`src/buck_pkg.sv`:
```
// Package for the buck channel configuration bank.
// Assumes an internal register port decoded by the device's serial block.
`default_nettype none

package buck_pkg;

  // ******************************************************************
  // Register map
  // ******************************************************************
  localparam logic [7:0] ADDR_PEAK_CFG  = 8'h33;
  localparam logic [7:0] ADDR_VOUT_CFG  = 8'h34;
  localparam logic [7:0] ADDR_PIN_SEL   = 8'h35;

  localparam logic [7:0] RST_PEAK_CFG   = 8'h00;
  localparam logic [7:0] RST_VOUT_CFG   = 8'h00;
  localparam logic [7:0] RST_PIN_SEL    = 8'h00;
  localparam logic       RST_PEAK_ADAPT = 1'h1;

  localparam int         BYPASS_BIT     = 7;
  localparam int         CODE_MSB       = 3;
  localparam int         VCODE_MSB      = 5;
  localparam logic [7:0] PEAK_CFG_MASK  = 8'h8F;
  localparam logic [7:0] VOUT_CFG_MASK  = 8'h3F;

  // ******************************************************************
  // Decode constants
  // ******************************************************************
  localparam logic [9:0] PEAK_STEP_MA   = 10'h019;
  localparam logic [9:0] VOUT_BASE_MV   = 10'h1F4;
  localparam logic [2:0] SEQ_PIN_CTRL   = 3'h7;
  localparam logic [1:0] EN_MODE_PIN    = 2'h2;

  typedef struct packed {
    logic       wr;
    logic [7:0] addr;
    logic [7:0] wdata;
  } reg_req_t;

endpackage : buck_pkg

`default_nettype wire

```
`src/buck_peak_voltage_pin_ctrl.sv`:
```
// Buck channel peak-current, output-voltage and pin-enable configuration.
// Assumes a synchronous register write/read port and synchronous pins.
//
// Summary of operation
// RULE1 - Bypass bit picks programmed code over table
// RULE2 - Peak code decodes in 25mA steps
// RULE3 - Programmed code ignored while bypass clear
// RULE4 - Host keeps code near 150-200mA
// RULE5 - Voltage is 0.50V plus code times step
// RULE6 - Mask bit n selects control pin n
// RULE7 - Selected pins combine by logical OR
// RULE8 - Mask only valid when sequencing 111, mode 10
// RULE9 - Adaptive disable holds peak current fixed
// RULE10 - No pin selected keeps regulator off
`default_nettype none

// ******************************************************************
// Configuration byte
// ******************************************************************

// One register of the bank; bits outside the keep mask are never stored
module buck_cfg_reg
  import buck_pkg::*;
#(
  parameter logic [7:0] ADDR      = 8'h00,
  parameter logic [7:0] RST_VALUE = 8'h00,
  parameter logic [7:0] KEEP_MASK = 8'hFF
) (
  input  wire logic       i_clk,
  input  wire logic       i_rstn,
  input  wire reg_req_t   i_req,
  output logic            o_selected,
  output logic      [7:0] o_value
);

  logic [7:0] value_reg;
  logic [7:0] value_next;

  wire logic addr_match = (i_req.addr == ADDR);
  wire logic write_hit  = i_req.wr && addr_match;

  // Reserved bits are dropped here, so they always read back as zero
  assign value_next = write_hit ? (i_req.wdata & KEEP_MASK) : value_reg;

  always_ff @(posedge i_clk) begin
    if (!i_rstn) begin
      value_reg <= RST_VALUE & KEEP_MASK;
    end else begin
      value_reg <= value_next;
    end
  end

  assign o_selected = addr_match;
  assign o_value    = value_reg;

endmodule : buck_cfg_reg

// ******************************************************************
// Channel configuration
// ******************************************************************

module buck_peak_voltage_pin_ctrl
  import buck_pkg::*;
#(
  parameter logic [9:0] STEP_MV = 10'h00A
) (
  input  wire logic        i_clk,
  input  wire logic        i_rstn,
  input  wire reg_req_t    i_req,
  input  wire logic [7:0]  i_pins,
  input  wire logic [2:0]  i_sequencing_select,
  input  wire logic [1:0]  i_enable_mode_field,
  input  wire logic        i_adaptive_peak_disable,
  input  wire logic [3:0]  i_table_peak_code,
  output logic      [7:0]  o_rdata,
  output logic      [3:0]  o_peak_code,
  output logic      [9:0]  o_peak_ma,
  output logic             o_peak_adaptive,
  output logic      [11:0] o_vout_mv,
  output logic             o_pin_enable,
  output logic             o_pin_mode
);

  // ******************************************************************
  // Register bank
  // ******************************************************************

  logic [7:0] peak_cfg;
  logic [7:0] vout_cfg;
  logic [7:0] pin_cfg;
  logic       peak_sel;
  logic       vout_sel;
  logic       pin_sel;

  buck_cfg_reg #(
    .ADDR      (ADDR_PEAK_CFG),
    .RST_VALUE (RST_PEAK_CFG),
    .KEEP_MASK (PEAK_CFG_MASK)
  ) u_peak_cfg (
    .i_clk      (i_clk),
    .i_rstn     (i_rstn),
    .i_req      (i_req),
    .o_selected (peak_sel),
    .o_value    (peak_cfg)
  );

  buck_cfg_reg #(
    .ADDR      (ADDR_VOUT_CFG),
    .RST_VALUE (RST_VOUT_CFG),
    .KEEP_MASK (VOUT_CFG_MASK)
  ) u_vout_cfg (
    .i_clk      (i_clk),
    .i_rstn     (i_rstn),
    .i_req      (i_req),
    .o_selected (vout_sel),
    .o_value    (vout_cfg)
  );

  buck_cfg_reg #(
    .ADDR      (ADDR_PIN_SEL),
    .RST_VALUE (RST_PIN_SEL),
    .KEEP_MASK (8'hFF)
  ) u_pin_cfg (
    .i_clk      (i_clk),
    .i_rstn     (i_rstn),
    .i_req      (i_req),
    .o_selected (pin_sel),
    .o_value    (pin_cfg)
  );

  // Addresses are distinct, so at most one term is non-zero;
  // an unmapped address reads as zero
  wire logic [7:0] peak_rd = peak_sel ? peak_cfg : 8'h00;
  wire logic [7:0] vout_rd = vout_sel ? vout_cfg : 8'h00;
  wire logic [7:0] pin_rd  = pin_sel  ? pin_cfg  : 8'h00;

  assign o_rdata = peak_rd | vout_rd | pin_rd;

  // ******************************************************************
  // Peak current decode
  // ******************************************************************

  wire logic        bypass    = peak_cfg[BYPASS_BIT];
  wire logic [3:0]  prog_code = peak_cfg[CODE_MSB:0];
  // While bypass is clear the stored code is simply not selected
  wire logic [3:0]  sel_code  = bypass ? prog_code          // RULE1 RULE3
                                       : i_table_peak_code; // RULE1
  wire logic [19:0] peak_prod = PEAK_STEP_MA * {6'h00, sel_code}; // RULE2
  // Top code gives 375 mA, so ten bits never wrap
  wire logic [9:0]  peak_ma   = peak_prod[9:0];

  // ******************************************************************
  // Output voltage decode
  // ******************************************************************

  wire logic [5:0]  vcode     = vout_cfg[VCODE_MSB:0];
  wire logic [19:0] vout_step = STEP_MV * {4'h0, vcode};
  wire logic [19:0] vout_sum  = {10'h000, VOUT_BASE_MV} + vout_step; // RULE5
  // Twelve bits hold the sum for any step up to 57 mV
  wire logic [11:0] vout_mv   = vout_sum[11:0];

  // ******************************************************************
  // Pin enable
  // ******************************************************************

  wire logic [7:0] pins_chosen = i_pins & pin_cfg;        // RULE6
  // An empty mask ORs to zero, which keeps the regulator off
  wire logic       pins_any    = |pins_chosen;            // RULE7 RULE10
  wire logic       seq_match   = (i_sequencing_select == SEQ_PIN_CTRL);
  wire logic       mode_match  = (i_enable_mode_field == EN_MODE_PIN);
  wire logic       pin_mode    = seq_match && mode_match; // RULE8
  // Outside pin mode the mask stays stored but has no effect
  wire logic       pin_enable  = pin_mode && pins_any;    // RULE8

  // ******************************************************************
  // Output registers
  // ******************************************************************

  // Every output except o_rdata lags its pin inputs by one edge and a register write by two
  logic [3:0]  peak_code_reg;
  logic [3:0]  peak_code_next;
  logic [9:0]  peak_ma_reg;
  logic [9:0]  peak_ma_next;
  logic        adaptive_reg;
  logic        adaptive_next;
  logic [11:0] vout_mv_reg;
  logic [11:0] vout_mv_next;
  logic        pin_enable_reg;
  logic        pin_enable_next;
  logic        pin_mode_reg;
  logic        pin_mode_next;

  assign peak_code_next  = sel_code;
  assign peak_ma_next    = peak_ma;
  assign adaptive_next   = !i_adaptive_peak_disable;    // RULE9

  assign vout_mv_next    = vout_mv;

  assign pin_enable_next = pin_enable;
  assign pin_mode_next   = pin_mode;

  always_ff @(posedge i_clk) begin
    if (!i_rstn) begin
      peak_code_reg  <= 4'h0;
      peak_ma_reg    <= 10'h000;
      adaptive_reg   <= RST_PEAK_ADAPT;
      vout_mv_reg    <= 12'h000;
      pin_enable_reg <= 1'h0;
      pin_mode_reg   <= 1'h0;
    end else begin
      peak_code_reg  <= peak_code_next;
      peak_ma_reg    <= peak_ma_next;
      adaptive_reg   <= adaptive_next;
      vout_mv_reg    <= vout_mv_next;
      pin_enable_reg <= pin_enable_next;
      pin_mode_reg   <= pin_mode_next;
    end
  end

  assign o_peak_code     = peak_code_reg;
  assign o_peak_ma       = peak_ma_reg;
  assign o_peak_adaptive = adaptive_reg;
  assign o_vout_mv       = vout_mv_reg;
  assign o_pin_enable    = pin_enable_reg;
  assign o_pin_mode      = pin_mode_reg;

endmodule : buck_peak_voltage_pin_ctrl

`default_nettype wire

```
`config.mk`:
```
export PLATFORM = sky130hd
export DESIGN_NAME = buck_peak_voltage_pin_ctrl
export DESIGN_NICKNAME = d
export VERILOG_FILES = /design/src/buck_pkg.sv /design/src/buck_peak_voltage_pin_ctrl.sv
export SDC_FILE = /design/constraint.sdc
export NUM_CORES = 1
export LEC_CHECK = 0
export BUFFER_PORTS_ARGS = -buffer_cell sky130_fd_sc_hd__clkbuf_2
export CORE_ASPECT_RATIO = 1.25
export CORE_UTILIZATION = 49
export CTS_CLUSTER_SIZE = 40
export DETAILED_ROUTE_END_ITERATION = 7
export GPL_TIMING_DRIVEN = 0
export PLACE_DENSITY = 0.79
export RECOVER_POWER = 100
export SLEW_MARGIN = 40
export SYNTH_ARGS = -nofsm -noshare
export SYNTH_HDL_FRONTEND = slang
export SYNTH_SLANG_ARGS = --single-unit
```
`constraint.sdc`:
```
create_clock -name i_clk -period 3.1 [get_ports i_clk]
set_clock_uncertainty 0.15 [all_clocks]
set_input_delay 0.31 -clock i_clk [delete_from_list [all_inputs] [get_ports i_clk]]
set_output_delay 0.31 -clock i_clk [all_outputs]
set_load 0.02 [all_outputs]
```
* Yosys cells after proc, flatten, opt, wreduce, memory -nomap -nowiden
Index checks and enable logic that the tools add are counted.
Operators by class: add/sub/neg operators 1, multipliers 2, div/mod/pow operators 0, $lt $le $gt $ge 0, eq/ne operators 5, shifts and indexed selects 0, multiplexer cells 4, bitwise gates (word level) 3, reduce and logical (&&, ||, !) cells 7
Operators by type and width (count):
- equality test 8 x 6 -> 1 bit, second input constant | 3
- two-way mux 8 bit | 2
- adder 9 x 10 -> 11 bit, first input constant | 1
- multiplier 3 x 6 -> 9 bit, first input constant | 1
- multiplier 5 x 4 -> 9 bit, first input constant | 1
- AND 8 bit | 1
- OR 8 x 6 -> 8 bit | 1
- OR 8 bit | 1
- OR reduction 8 bit | 1
- two-way mux 6 bit | 1
- logical AND 1 bit | 5
- two-way mux 4 bit | 1
- equality test 3 bit, second input constant | 1
- equality test 2 bit, second input constant | 1
- logical NOT 1 bit | 1
Storage, ports and cells: flip-flop bits (word level) 48, latch bits 0, bits in writable memories 0, bits in read-only memories 0, memories 0

* Longest topological paths before layout
word-level depth 4, mapped depth 9, mapped depth without buffers 8

* Modules after synthesis
A second synthesis with hierarchy kept.
Second synthesis, totals: cell total of the unflattened synthesis 247, area, all modules 2306.0 sq um
Modules (own cells, without submodules):
- buck_peak_voltage_pin_ctrl | instances 1, cells an instance 143, area an instance 1368.8 sq um
- buck_cfg_reg (u_pin_cfg) | instances 1, cells an instance 40, area an instance 375.4 sq um
- buck_cfg_reg (u_vout_cfg) | instances 1, cells an instance 34, area an instance 302.8 sq um
- buck_cfg_reg (u_peak_cfg) | instances 1, cells an instance 30, area an instance 259.0 sq um

* Least setup slack after synthesis
OpenSTA, ideal clock, no wires.
kind reg2reg, start point register u_vout_cfg.value_reg[1] (netlist: u_vout_cfg.o_value[1]), end point register vout_mv_reg[10] (netlist: o_vout_mv[10]), setup time 0.114 ns, data arrival time 2.188 ns, required time 2.836 ns, setup slack 0.649 ns, stages on the path, launching flop included 9, clock period less this slack 2.451 ns, path through dfxtp_1 > ha_1 > ha_1 > fa_1 > a21o_1 > a21oi_1 > xnor2_1 > or3_1 > nor2b_1
On the way: word-level cells in the longest chain between the ends 2
RTL lines:
- start: declaration | RTL line buck_peak_voltage_pin_ctrl.sv:36 | logic [7:0] value_reg;
- start signal: assignment | RTL line buck_peak_voltage_pin_ctrl.sv:47 | value_reg <= RST_VALUE & KEEP_MASK;
- start signal: assignment | RTL line buck_peak_voltage_pin_ctrl.sv:49 | value_reg <= value_next;
- multiplier 3 x 6 -> 9 bit | RTL line buck_peak_voltage_pin_ctrl.sv:157 | wire logic [19:0] vout_step = STEP_MV * {4'h0, vcode};
- adder 9 x 10 -> 11 bit | RTL line buck_peak_voltage_pin_ctrl.sv:158 | wire logic [19:0] vout_sum = {10'h000, VOUT_BASE_MV} + vout_step;
- end signal: assignment | RTL line buck_peak_voltage_pin_ctrl.sv:214 | vout_mv_reg <= vout_mv_next;
- end: declaration | RTL line buck_peak_voltage_pin_ctrl.sv:186 | logic [11:0] vout_mv_reg;
No other way between the ends. A chain may end at the register's enable or synchronous reset.

* Worst setup path in the final report
start point register u_vout_cfg.value_reg[1] (netlist: u_vout_cfg.o_value[1]), end point register vout_mv_reg[9] (netlist: o_vout_mv[9])
The elaborated chain is that of the path after synthesis.

==> summary.md <==
| Metric | Value |
|---|---|
| Min-delay src | `i_sequencing_select[0]` |
| Outcome | `complete, no violations` |
| Final Hold Fails | `0` |
| Die Width | `59.8 um` |
| Hold endpoint | `o_pin_mode$_SDFF_PN0_` |
| Antenna Cells | `0` |
| CTS clock-pin slew for the worst setup and hold paths | `0.08 ns` |
| Clk sinks | `42` |
| Element type at the critical path start | `register` |
| Distinct cells, synth | `42` |
| Main combinational cell family by area after synthesis | `simple AND/OR/NAND/NOR gates` |
| Buffers on Ports | `69` |
| Top cells by area, synth | `dfxtp_1 (41%), ha_1 (11%), nand2_1 (4.8%), a21oi_1 (4.6%), mux2i_1 (3.4%)` |
| Global-route wire length before repair | `7.59 mm` |
| Most used flip-flop cell after synthesis | `dfxtp_1` |
| Synth warnings | `0` |
| Post-synth top cells | `dfxtp_1 (42), nand2_1 (26), a21oi_1 (19)` |
| Least-Margin Pin Slew | `0.976 ns` |
| Reg2Reg Setup Slack | `0.35 ns` |
| TNS Setup | `0 ns` |
| Worst R2R Start | `u_vout_cfg.o_value[1]$_SDFFE_PN0P_` |
| Reg2reg end | `o_vout_mv[9]$_SDFF_PN0_` |
| Clk Latency, worst-skew pair | `0.30 ns` |
| Share of cells above drive strength 1 | `19.1%` |
| Worst Path Required | `3.12 ns` |
| Synth Area in Simple Gates | `19.4%` |
| Initial Utilization | `52.8%` |
| Post-Synth XOR/XNOR Area | `3.85%` |
| Overall routing resource usage | `23.1%` |
| CP Max Fanout | `6` |
| Iteration-0 DRC Markers | `90` |
| Share of Yosys cell area claimed by the top area cell type | `41.0%` |
| Fin crit period | `2.75 ns` |
| Gpl congestion | `0.828` |
| Post-synthesis compound-gate area fraction | `12.1%` |
| Die area | `4450 um^2` |
| Clk buf depth | `2` |
| Post CTS Setup Buffer Count | `0` |
| Pin count of the biggest net entering global routing | `15` |
| Via count | `1,785` |
| Row cnt | `25` |
| Leak Pwr | `1.19 nW` |
| Post-synth ARST share | `0%` |
| PD cells | `443 nW/um^2` |
| Hold depth | `3` |
| Seq/Total Area, Yosys | `41.0%` |
| Maximum achievable frequency | `364 MHz` |
| Vias in the first global route | `1,755` |
| Hold Path Class | `input port to register` |
| DRT Pass-1 Iters | `4` |
| Relative slew slack | `34.4%` |
| DIE HEIGHT | `74.3 um` |
| Max-Cap Viols | `0` |
| Crit path DAT | `2.76 ns` |
| Placed insts | `344` |
| Avg Inst Size Synth | `9.36 um^2` |
| Multiplexer share of the synthesized area | `5.07%` |
| Cell Area, Synth | `2050 um^2` |
| Fillers | `372` |
| Clk root buf | `clkbuf_8` |
| Post-DP HPWL | `3.52 mm` |
| RSZ-0062 raised after global routing | `no` |
| Num ports | `74` |
| Core area | `3880 um^2` |
| Area grow syn2layout | `23.7%` |
| Post-synthesis adder-cell area fraction | `12.9%` |
| Non-filler instance count after layout | `353` |
| Final setup vio count | `0` |
| H-tree Lvls | `2` |
| Worst hold slack | `0.0721 ns` |
| Flops & latches, synth | `42` |
| Via/cell ratio | `5.06` |
| Setup Crit Path Kind | `register to register` |
| Drt total wl | `4.57 mm` |
| Yosys top cell by area | `dfxtp_1` |
| # DRC | `0` |
| WL/cell | `12.9 um` |
| Worst reg2reg path depth | `8` |
| TritonCTS buffer count | `5` |
| Post-synthesis cell count | `219` |
| Most frequent cell after synthesis | `dfxtp_1` |
| Post-synth EDFFs | `0` |
| Crit share post-route | `88.6%` |
| Initial antenna violation count | `0` |
| VDD IR max | `323 uV` |
| CTS tree | `done` |
| CP Capture Type | `register` |
| Slew Limit Fails | `0` |
| Post-DRT Antenna Nets | `0` |
| Layout Nets | `355` |
| Grt ovf | `0` |
cell type report:
type / instances / area (um^2) / share of cell area (%)
flip-flops and latches: 42 / 841 / 33.2
inverters: 5 / 18.8 / 0.740
plain buffers: 15 / 91.3 / 3.60
well taps: 54 / 67.6 / 2.67
clock inverters: 3 / 43.8 / 1.73
clock buffers: 5 / 68.8 / 2.71
repair buffers: 70 / 313 / 12.3
multi-input cells: 159 / 1090 / 43.0
logic make-up after synthesis:
kind of cell,count (synthesis)
adders and majority gates,20
buffers and inverters,20
and+or+nand+nor,79
AOI/OAI and AO/OA,38
other,1
muxes,10
DFF,42
xor gates and xnor gates,9
registers in the layout, indices dropped and copies added, names as in the netlist:
register            cells
o_peak_code             4
o_peak_adaptive         1
o_pin_enable            1
o_peak_ma               6
u_peak_cfg.o_value      5
o_vout_mv              10
o_pin_mode              1
u_vout_cfg.o_value      6
u_pin_cfg.o_value       8
stage by stage:
step / instance area, um^2 / total power, W / setup slack [ns] / util (%)
after detailed placement: 2470 / 0.000709 / 0.415 / 63.7
after global placement: 2470 / 0.000707 / 0.478 / 63.7
after CTS: 2580 / 0.00114 / 0.410 / 66.6
final: 2530 / 0.00112 / 0.354 / 65.4
after floorplan: 2060 / 0.000655 / 0.649 / -
after global routing: 2530 / 0.00118 / 0.182 / 65.4
power breakdown:
group	internal, W	total, W	switching, W
logic	0.0000526	0.000130	0.0000769
registers	0.000556	0.000561	0.00000501
clock network	0.000241	0.000434	0.000192
cell usage in the layout (no fill, tap or decap), types with 2 or more instances in the layout:
cell type  count
nand2_1       26
a221oi_1       2
and2_1         4
a22o_2         3
clkbuf_1      40
xnor2_1        5
ha_1          18
o21ai_0        2
a22oi_1        3
nor3_1         4
xor2_1         4
a22o_1         2
and2_0         4
a21boi_0       2
nor2b_1        2
mux2_1         3
nand3_1       14
buf_4          7
inv_1          5
conb_1         3
nor2_1        15
fa_1           2
dfxtp_1       42
mux2i_1        7
a21oi_1       19
clkbuf_2      35
clkbuf_8       5
routing by layer:
layer  track usage, %  routed length, um  vias to the layer above
met3             5.91                282                       10
li1                 -                  -                      909
met1             26.5               1900                      793
met5                0                  0                        -
met2             40.0               2300                       73
met4             9.82                 87                        0
worst max path at each step:
stage | start | endpoint | slack [ns] | cells after the start
2_1_floorplan | u_vout_cfg.o_value[1]$_SDFFE_PN0P_ | o_vout_mv[10]$_SDFF_PN0_ | 0.65 | 8
3_3_place_gp | u_peak_cfg.o_value[7]$_SDFFE_PN0P_ | o_peak_ma[8]$_SDFF_PN0_ | 0.48 | 8
3_5_place_dp | u_vout_cfg.o_value[1]$_SDFFE_PN0P_ | o_vout_mv[9]$_SDFF_PN0_ | 0.42 | 8
4_1_cts | u_vout_cfg.o_value[1]$_SDFFE_PN0P_ | o_vout_mv[9]$_SDFF_PN0_ | 0.41 | 8
5_1_grt | i_req[9] | o_rdata[2] | 0.18 | 6
6_report | u_vout_cfg.o_value[1]$_SDFFE_PN0P_ | o_vout_mv[9]$_SDFF_PN0_ | 0.35 | 8
worst max-delay path, cell delays in order (launching register included):
cell      delay [ns]
dfxtp_1         0.45
ha_1            0.28
ha_1            0.22
fa_1            0.41
a21o_1          0.21
a21oi_1         0.18
xnor2_1         0.14
o311ai_0        0.42
o41ai_1         0.16
what timing repair did:
item	4_1_cts	5_1_grt
hold endpoints to repair	0	1
hold buffers	0	1
gates resized for setup	0	0
(Power assumes the default switching activity.)
